## config.mk

```make
export PLATFORM = sky130hd
export DESIGN_NAME = operating_mode_control
export DESIGN_NICKNAME = d
export VERILOG_FILES = /design/src/logic/mode_ctrl_pkg.sv /design/src/logic/mode_clock_gate.sv /design/src/logic/operating_mode_control.sv
export SDC_FILE = /design/constraint.sdc
export NUM_CORES = 1
export LEC_CHECK = 0
export BUFFER_PORTS_ARGS = -buffer_cell sky130_fd_sc_hd__buf_4
export CORE_MARGIN = 2
export CORE_UTILIZATION = 30
export CTS_BUF_LIST = sky130_fd_sc_hd__clkbuf_8
export DETAILED_ROUTE_END_ITERATION = 8
export SETUP_SLACK_MARGIN = 0.4
export SYNTH_ARGS = -nofsm -noshare
export SYNTH_HDL_FRONTEND = slang
export SYNTH_SLANG_ARGS = --single-unit
```

## constraint.sdc

```tcl
create_clock -name clk_i -period 2.17 [get_ports clk_i]
set_input_delay 0.217 -clock clk_i [delete_from_list [all_inputs] [get_ports clk_i]]
set_output_delay 0.217 -clock clk_i [all_outputs]
set_load 0.01 [all_outputs]
```

## src/logic/mode_ctrl_pkg.sv

```systemverilog
// Package for the operating-mode controller: modes, debug command classes,
// carrier structs and address, count and status constants.
// Assumes one 100 MHz clock domain and a synchronous active-high reset.
package mode_ctrl_pkg;

   localparam logic [15:0] RESET_VECTOR_ADDR = 16'hFFFE;
   localparam logic [15:0] RESET_VECTOR_ADDR_LO = 16'hFFFF;
   localparam int PERIPH_COUNT = 16;
   localparam logic [1:0] STATUS_OK = 2'h0;
   localparam logic [1:0] STATUS_LOW_POWER = 2'h1;
   localparam logic [1:0] STATUS_REFUSED = 2'h2;
   localparam logic ILLEGAL_OP_SEL = 1'b0;

   typedef enum logic [2:0] {
      MODE_RESET = 3'b000,
      MODE_VEC_HI = 3'b001,
      MODE_VEC_LO = 3'b010,
      MODE_RUN = 3'b011,
      MODE_HALT_TO_DEBUG_INSTRUCTION = 3'b100,
      MODE_TRACE = 3'b101,
      MODE_WAIT = 3'b110
   } mode_type;

   typedef enum logic [3:0] {
      CMD_MEM_ACCESS = 4'h0,
      CMD_MEM_STATUS = 4'h1,
      CMD_DBGREG_ACCESS = 4'h2,
      CMD_BACKGROUND = 4'h3,
      CMD_CPU_REG = 4'h4,
      CMD_TRACE = 4'h5,
      CMD_GO = 4'h6,
      CMD_OTHER_ACTIVE = 4'h7
   } debug_cmd_type;

   // One command from the serial debug front end
   typedef struct packed {
      logic valid;
      debug_cmd_type cmd;
   } debug_req_type;

   // Answer to the debug front end
   typedef struct packed {
      logic valid;
      logic execute;
      logic [1:0] status;
   } debug_resp_type;

   // Events reported by the CPU core
   typedef struct packed {
      logic halt_instr;
      logic wait_instr;
      logic instr_done;
      logic bdc_break;
      logic dbg_break;
   } cpu_event_type;

endpackage

```

## src/logic/mode_clock_gate.sv

```systemverilog
// Clock-enable generation for the CPU and the peripherals.
// Assumes the enables feed glitch-free gate cells outside this block.
`timescale 1ns/1ps
module mode_clock_gate
   import mode_ctrl_pkg::*;
(
   // Clock and reset
   input wire logic clk_i,
   input wire logic rst_i,
   // Controls
   input wire logic cpu_run_i,
   input wire logic [PERIPH_COUNT-1:0] gate_regs_i,
   // Enables
   output logic cpu_clk_en_o,
   output logic [PERIPH_COUNT-1:0] periph_clk_en_o,
   output logic sys_clk_en_o,
   output logic regulator_full_o
);

   always_ff @(posedge clk_i) begin
      if (rst_i) begin
         cpu_clk_en_o <= 1'b0;
      end else begin
         cpu_clk_en_o <= cpu_run_i;
      end
   end

   // Bus clock and regulator never drop here; stop modes live elsewhere
   always_ff @(posedge clk_i) begin
      if (rst_i) begin
         sys_clk_en_o <= 1'b1;
         regulator_full_o <= 1'b1;
      end else begin
         sys_clk_en_o <= 1'b1;
         regulator_full_o <= 1'b1;
      end
   end

   genvar g;
   generate
      for (g = 0; g < PERIPH_COUNT; g++) begin : gen_periph
         always_ff @(posedge clk_i) begin
            if (rst_i) begin
               periph_clk_en_o[g] <= 1'b1;
            end else begin
               periph_clk_en_o[g] <= gate_regs_i[g];
            end
         end
      end
   endgenerate

endmodule

```

## src/logic/operating_mode_control.sv

```systemverilog
// Operating-mode sequencer: reset vector fetch, run, background and wait.
// Assumes the CPU, the debug serial front end and the interrupt logic sit
// outside; all inputs are synchronous to clk_i.
`timescale 1ns/1ps

// Behaviour
// - After reset fetch the vector at 0xFFFE-0xFFFF and start there.
// - Debug select pin low at power-on reset enters background mode.
// - Debug select pin low after forced debug reset enters background mode.
// - BACKGROUND serial command enters background mode.
// - Halt-to-debug instruction enters background mode.
// - Debug controller or debug module breakpoint enters background mode.
// - Command, instruction and breakpoint entries need an unsecured device.
// - In background mode the CPU is suspended awaiting commands.
// - Non-intrusive commands are accepted in run and background modes.
// - CPU register, trace and GO commands execute only in background mode.
// - Trace runs exactly one instruction then suspends again.
// - GO leaves background mode and resumes the user program.
// - Wait instruction stops the CPU clock.
// - Entering wait clears the interrupt mask bit.
// - An interrupt in wait restarts the CPU into interrupt stacking unless an unsecured BACKGROUND command comes in the same cycle.
// - In wait, system clocks and full regulation stay on.
// - In wait only BACKGROUND and memory-with-status commands are accepted.
// - Memory-with-status in wait returns low-power error without access.
// - BACKGROUND in wait wakes into background mode.
// - In wait, peripheral clocks follow their gate registers.
module operating_mode_control
   import mode_ctrl_pkg::*;
(
   // Clock and reset
   input wire logic clk_i,
   input wire logic rst_i,
   // Reset cause
   input wire logic por_i,
   input wire logic force_reset_i,
   // Pin and security
   input wire logic debug_mode_select_pin_i,
   input wire logic secured_i,
   // CPU side
   input wire cpu_event_type cpu_event_i,
   input wire logic irq_req_i,
   input wire logic vec_ready_i,
   input wire logic [7:0] vec_data_i,
   input wire logic [PERIPH_COUNT-1:0] peripheral_clock_gate_regs_i,
   // Debug front end
   input wire debug_req_type debug_req_i,
   // CPU control
   output logic [15:0] fetch_addr_o,
   output logic vec_read_o,
   output logic [15:0] start_pc_o,
   output logic start_pc_valid_o,
   output logic cpu_run_o,
   output logic clear_imask_o,
   output logic irq_stack_o,
   output logic halt_to_debug_instruction_entry_o,
   output mode_type mode_o,
   // Debug answer
   output debug_resp_type debug_resp_o,
   // Clocks
   output logic cpu_clk_en_o,
   output logic [PERIPH_COUNT-1:0] periph_clk_en_o,
   output logic sys_clk_en_o,
   output logic regulator_full_o
);

   mode_type mode_reg;
   mode_type mode_next;
   logic [15:0] vec_reg;
   logic boot_halt_to_debug_instruction_reg;
   debug_resp_type resp_next;
   logic enter_halt_to_debug_instruction;
   logic cmd_halt_to_debug_instruction;
   logic gated_entry;
   logic cpu_run_next;
   logic [15:0] vec_hi_word;
   logic [15:0] vec_lo_word;

   assign vec_hi_word = {vec_data_i, 8'h00};
   assign vec_lo_word = {vec_reg[15:8], vec_data_i};

   // The pin is sampled in the first cycle after release, never under reset
   always_ff @(posedge clk_i) begin
      if (rst_i) begin
         boot_halt_to_debug_instruction_reg <= 1'b0;
      end else if (mode_reg == MODE_RESET) begin
         // Pin paths bypass security
         boot_halt_to_debug_instruction_reg <= !debug_mode_select_pin_i && (por_i || force_reset_i);
      end
   end

   // Entry paths that require an unsecured device
   always_comb begin
      cmd_halt_to_debug_instruction = debug_req_i.valid && (debug_req_i.cmd == CMD_BACKGROUND);
      gated_entry = cmd_halt_to_debug_instruction || cpu_event_i.halt_instr
         || cpu_event_i.bdc_break || cpu_event_i.dbg_break;
      // OR of all sources: one entry however many coincide
      enter_halt_to_debug_instruction = gated_entry && !secured_i;
   end

   always_comb begin
      mode_next = mode_reg;
      case (mode_reg)
         MODE_RESET: begin
            mode_next = MODE_VEC_HI;
         end
         MODE_VEC_HI: begin
            if (vec_ready_i) begin
               mode_next = MODE_VEC_LO;
            end
         end
         MODE_VEC_LO: begin
            if (vec_ready_i) begin
               mode_next = boot_halt_to_debug_instruction_reg ? MODE_HALT_TO_DEBUG_INSTRUCTION : MODE_RUN;
            end
         end
         MODE_RUN: begin
            if (enter_halt_to_debug_instruction) begin
               mode_next = MODE_HALT_TO_DEBUG_INSTRUCTION;
            end else if (cpu_event_i.wait_instr) begin
               mode_next = MODE_WAIT;
            end
         end
         MODE_HALT_TO_DEBUG_INSTRUCTION: begin
            if (debug_req_i.valid && debug_req_i.cmd == CMD_TRACE) begin
               mode_next = MODE_TRACE;
            end else if (debug_req_i.valid && debug_req_i.cmd == CMD_GO) begin
               mode_next = MODE_RUN;
            end
         end
         MODE_TRACE: begin
            if (cpu_event_i.instr_done) begin
               mode_next = MODE_HALT_TO_DEBUG_INSTRUCTION;
            end
         end
         MODE_WAIT: begin
            if (cmd_halt_to_debug_instruction && !secured_i) begin
               mode_next = MODE_HALT_TO_DEBUG_INSTRUCTION;
            end else if (irq_req_i) begin
               mode_next = MODE_RUN;
            end
         end
         default: begin
            mode_next = MODE_RESET;
         end
      endcase
   end

   always_ff @(posedge clk_i) begin
      if (rst_i) begin
         mode_reg <= MODE_RESET;
      end else begin
         mode_reg <= mode_next;
      end
   end

   // Vector fetch address, high byte first
   always_ff @(posedge clk_i) begin
      if (rst_i) begin
         fetch_addr_o <= RESET_VECTOR_ADDR;
      end else if (mode_next == MODE_VEC_LO) begin
         fetch_addr_o <= RESET_VECTOR_ADDR_LO;
      end else begin
         fetch_addr_o <= RESET_VECTOR_ADDR;
      end
   end

   always_ff @(posedge clk_i) begin
      if (rst_i) begin
         vec_read_o <= 1'b0;
      end else begin
         vec_read_o <= (mode_next == MODE_VEC_HI) || (mode_next == MODE_VEC_LO);
      end
   end

   // Assembly register holds the high byte until the low byte arrives
   always_ff @(posedge clk_i) begin
      if (rst_i) begin
         vec_reg <= 16'h0000;
      end else if (mode_reg == MODE_VEC_HI && vec_ready_i) begin
         vec_reg <= vec_hi_word;
      end else if (mode_reg == MODE_VEC_LO && vec_ready_i) begin
         vec_reg <= vec_lo_word;
      end
   end

   always_ff @(posedge clk_i) begin
      if (rst_i) begin
         start_pc_o <= 16'h0000;
      end else if (mode_reg == MODE_VEC_LO && vec_ready_i) begin
         start_pc_o <= vec_lo_word;
      end
   end

   always_ff @(posedge clk_i) begin
      if (rst_i) begin
         start_pc_valid_o <= 1'b0;
      end else begin
         start_pc_valid_o <= (mode_reg == MODE_VEC_LO) && vec_ready_i;
      end
   end

   // CPU runs in run mode and for the one traced instruction only
   always_comb begin
      cpu_run_next = (mode_next == MODE_RUN) || (mode_next == MODE_TRACE);
   end

   always_ff @(posedge clk_i) begin
      if (rst_i) begin
         cpu_run_o <= 1'b0;
      end else begin
         cpu_run_o <= cpu_run_next;
      end
   end

   always_ff @(posedge clk_i) begin
      if (rst_i) begin
         mode_o <= MODE_RESET;
      end else begin
         mode_o <= mode_next;
      end
   end

   always_ff @(posedge clk_i) begin
      if (rst_i) begin
         clear_imask_o <= 1'b0;
      end else begin
         clear_imask_o <= (mode_reg == MODE_RUN) && (mode_next == MODE_WAIT);
      end
   end

   always_ff @(posedge clk_i) begin
      if (rst_i) begin
         irq_stack_o <= 1'b0;
      end else begin
         irq_stack_o <= (mode_reg == MODE_WAIT) && (mode_next == MODE_RUN);
      end
   end

   // Single pulse per entry, even with coincident causes
   always_ff @(posedge clk_i) begin
      if (rst_i) begin
         halt_to_debug_instruction_entry_o <= 1'b0;
      end else begin
         halt_to_debug_instruction_entry_o <= (mode_next == MODE_HALT_TO_DEBUG_INSTRUCTION) && (mode_reg != MODE_HALT_TO_DEBUG_INSTRUCTION)
            && (mode_reg != MODE_TRACE);
      end
   end

   // Commands that may run beside the user program
   function automatic logic non_intrusive(input debug_cmd_type c);
      case (c)
         CMD_MEM_ACCESS, CMD_MEM_STATUS, CMD_DBGREG_ACCESS, CMD_BACKGROUND: begin
            non_intrusive = 1'b1;
         end
         default: begin
            non_intrusive = 1'b0;
         end
      endcase
   endfunction

   // Commands that wait mode still answers; the rest need a running bus
   function automatic logic wait_allowed(input debug_cmd_type c);
      case (c)
         CMD_MEM_STATUS, CMD_BACKGROUND: begin
            wait_allowed = 1'b1;
         end
         default: begin
            wait_allowed = 1'b0;
         end
      endcase
   endfunction

   // Command acceptance per mode; one answer per request, next cycle
   always_comb begin
      resp_next = '0;
      resp_next.valid = debug_req_i.valid;
      resp_next.status = STATUS_OK;
      if (debug_req_i.valid) begin
         case (mode_reg)
            MODE_RUN: begin
               if (non_intrusive(debug_req_i.cmd)) begin
                  resp_next.execute = 1'b1;
               end else begin
                  resp_next.status = STATUS_REFUSED;
               end
            end
            MODE_HALT_TO_DEBUG_INSTRUCTION: begin
               resp_next.execute = 1'b1;
            end
            MODE_WAIT: begin
               if (!wait_allowed(debug_req_i.cmd)) begin
                  resp_next.status = STATUS_REFUSED;
               end else if (debug_req_i.cmd == CMD_MEM_STATUS) begin
                  // No memory cycle is started while the bus sleeps
                  resp_next.status = STATUS_LOW_POWER;
               end else begin
                  resp_next.execute = 1'b1;
               end
            end
            default: begin
               // Reset, vector fetch and trace step take no commands
               resp_next.status = STATUS_REFUSED;
            end
         endcase
      end
   end

   always_ff @(posedge clk_i) begin
      if (rst_i) begin
         debug_resp_o <= '0;
      end else begin
         debug_resp_o <= resp_next;
      end
   end

   mode_clock_gate u_clock_gate (
      .clk_i(clk_i),
      .rst_i(rst_i),
      .cpu_run_i(cpu_run_next),
      .gate_regs_i(peripheral_clock_gate_regs_i),
      .cpu_clk_en_o(cpu_clk_en_o),
      .periph_clk_en_o(periph_clk_en_o),
      .sys_clk_en_o(sys_clk_en_o),
      .regulator_full_o(regulator_full_o)
   );

endmodule
```

==> results.toml <==
[run_status]
run_status = "finished clean"

[worst_hold_path]
worstHoldPathType = "input pin to flip-flop"
hold_start = "peripheral_clock_gate_regs_i[10]"
hold_depth = 2
holdPathEnd = "u_clock_gate.periph_clk_en_o[10]"

[place]
numPlacedInstances = 424
dp_hpwl_um = 3492
dp_slack_ns = 0.2111
finalWeightedCongestion = 0.7785
port_buffers = 88
placedInstanceArea_sq_um = 2831

[layout]
multi_input_logic_area_sq_um = 938.4
drive_above_1_share = 0.3810
final_design_area_no_fill_sq_um = 2969
final_cell_mix = "sky130_fd_sc_hd__buf_4, sky130_fd_sc_hd__nand2_1, sky130_fd_sc_hd__dfxtp_1"
seqCellArea_sq_um = 1110
fin_cells = 435
fin_util = 0.4160
number_of_antenna_diodes = 0
final_common_cell = "sky130_fd_sc_hd__buf_4"
growth_of_design_area_from_synthesis_to_finish_pct = 36.77
fin_nets = 377
num-fill-cells = 758

[worst_setup_path]
rr_startpoint = "mode_o[1]"
worst-setup-path-type = "flip-flop to flip-flop"
cp_top_family = "simple AND/OR/NAND/NOR gates"
cp_slowest_stage_delay_ns = 0.38
critical_path_peak_fanout = 9
startpoint_type = "flip-flop"
cp_cell_sequence = "and4bb_2 > nand3b_1 > a32o_2 > or3_1 > a21boi_1"
reg2reg_setup_slack_ns = 0.51
crit_slowest_cell = "sky130_fd_sc_hd__dfxtp_4"
critPathLaunch = "mode_o[1]"
number_of_buffers_and_inverters_on_the_critical_path = 0
arrival_ns = 1.90
critPathRequiredTime_ns = 2.41
crit-reg2reg-capture = "u_clock_gate.cpu_clk_en_o"
cp_num_cells = 5
endpoint_class_of_the_critical_path = "flip-flop"
worst-r2r-cell-count = 5

[global_route]
grt_pass1_vias = 1685
globalRouteTotalUtil = 0.1184
globalRouteOverflowTotal = 0
antenna_violations_before_repair = 0
first_pass_grt_wire_length_um = 7465
grt_start_max_net_pins = 52

[pwr]
vdd_ir_drop_max_mv = 0.2955
power.density_cell_area_nw_per_um2 = 696.3
static-leakage-power_nw = 1.264

[clock_network]
cts-root-buf = "sky130_fd_sc_hd__clkbuf_8"
clk_transition_reported_paths_ns = 0.10
tritoncts.num_buffers = 5
cts_tree = "built"
clk_path_buf_depth = 2
postCtsHoldBufs = 0
clock_sink_count = 55
clock_insertion_delay_worst_skew_ns = 0.30
ctsHtreeMaxLevel = 2

[timing]
setup-violations-final = 0
min_period_ns = 1.664
finClkSkew_ns = 0.005664
fmaxAchievable_mhz = 601.0
finalMaxSlewViolations = 0
post-route-worst-setup-slack_ns = 0.5061
slew_headroom = 0.5589
hold_viol_final = 0
period_share = 0.7668
grt_setup_unrepaired = "yes"
tightest_slew_ns = 0.6598
finalSetupTns_ns = 0

[logic_synthesis]
netlist_area_sq_um = 2171
synth_flop_cell = "sky130_fd_sc_hd__dfxtp_1"
synthDistinctLibCells = 40
library_cell_with_the_largest_summed_area_after_synthesis = "sky130_fd_sc_hd__dfxtp_1"
ys.warnings.count = 0
netlist_top_cells_area = "sky130_fd_sc_hd__dfxtp_1, sky130_fd_sc_hd__nand2_1, sky130_fd_sc_hd__a21oi_1"
syn-instance-count = 250
synth_edf_count = 0
avgSynthCellArea_sq_um = 8.683
ys_seq_elements = 55
proportion_of_netlist_area_held_by_the_largest_area_contributor = 0.5072
ys_async_sr_fraction = 0
seq_area_frac_synth = 0.5072

[route]
avgRoutedWirePerCell_um = 11.14
drt-initial-drc-count = 57
postRouteAntennaNets = 0
dr_total_vias = 1905
drt-total-wl_um = 4847
remaining_drc_errors = 0
avgViaCountPerCell = 4.379
drt_first_pass_iters = 4

[job]
drv_cap = 0

[floorplan]
start_util = 0.3042
die-area_sq_um = 7933
placeableCoreArea_sq_um = 7137
fp.dieW_um = 89.07
row_count = 31
floorplan.die.height_um = 89.07
design.portCount = 106
==> metal layers <==
| layer | up-vias | share of wire | GRT usage | routed length [um] |
|---|---|---|---|---|
| li1 | 957 | - | - | - |
| met1 | 861 | 0.44 | 0.1446 | 2112 |
| met2 | 85 | 0.47 | 0.2062 | 2302 |
| met3 | 2 | 0.087 | 0.03878 | 420 |
| met4 | 0 | 0.0025 | 0.02171 | 12 |
| met5 | - | 0 | 0 | 0 |
==> synth_stat cells, types with 2 or more instances <==
cell type                  number
sky130_fd_sc_hd__nand2_1       57
sky130_fd_sc_hd__dfxtp_1       55
sky130_fd_sc_hd__a21oi_1       30
sky130_fd_sc_hd__buf_4         18
sky130_fd_sc_hd__or2_2         16
sky130_fd_sc_hd__nor2_1        14
sky130_fd_sc_hd__clkbuf_1       8
sky130_fd_sc_hd__nor3_1         6
sky130_fd_sc_hd__o21ai_0        4
sky130_fd_sc_hd__buf_2          3
sky130_fd_sc_hd__mux2i_1        3
sky130_fd_sc_hd__nand2b_1       3
sky130_fd_sc_hd__a21boi_1       2
sky130_fd_sc_hd__inv_1          2
sky130_fd_sc_hd__nor4_1         2
sky130_fd_sc_hd__o22ai_1        2
sky130_fd_sc_hd__o31ai_1        2
==> timing repair <==
action | in CTS | in global routing
gates cloned | 0 | 0
resized for setup | 3 | 5
buffers inserted | 1 | 2
setup endpoints to repair | 3 | 5
pin swaps | 1 | 2
==> cells by family after synthesis <==
family,Yosys count,synth area share
buffers and inverters,32,0.09164
AO/OA/AOI/OAI,44,0.1112
AND/OR/NAND/NOR,113,0.2651
multiplexers,4,0.01902
XOR/XNOR,1,0.004035
other,1,0.001727
flip-flops,55,0.5072
==> final cells by class <==
class,instances,area share
Sequential cell,55,0.3738
Inverter,2,0.002528
Tap cell,99,0.04172
Timing Repair Buffer,92,0.2326
Clock buffer,6,0.02781
Multi-Input combinational cell,179,0.3161
Clock inverter,2,0.005478
==> stage by stage <==
| stage | power (mW) | hold WS (ns) |
|---|---|---|
| 5_1_grt | 2.188 | 0.07315 |
| 6_report | 2.067 | 0.09018 |
| 4_1_cts | 2.100 | 0.07741 |
| 3_3_place_gp | 1.481 | 0.4017 |
| 2_1_floorplan | 1.347 | 0.2949 |
| 3_5_place_dp | 1.487 | 0.4044 |
==> power by group <==
group	internal, mW	total (mW)	leakage [nW]	switching [mW]
registers	1.06	1.10	0.452	0.0358
clock network	0.261	0.585	0.0474	0.324
logic	0.194	0.383	0.764	0.189
==> worst max path at each step <==
| stage | slack [ns] | to |
|---|---|---|
| 5_1_grt | 0.39 | vec_read_o |
| 3_5_place_dp | 0.21 | vec_read_o |
| 2_1_floorplan | 0.52 | vec_read_o |
| 4_1_cts | 0.41 | vec_read_o |
| 6_report | 0.51 | u_clock_gate.cpu_clk_en_o |
| 3_3_place_gp | 0.28 | vec_read_o |
Power figures use the tool's default switching activity.
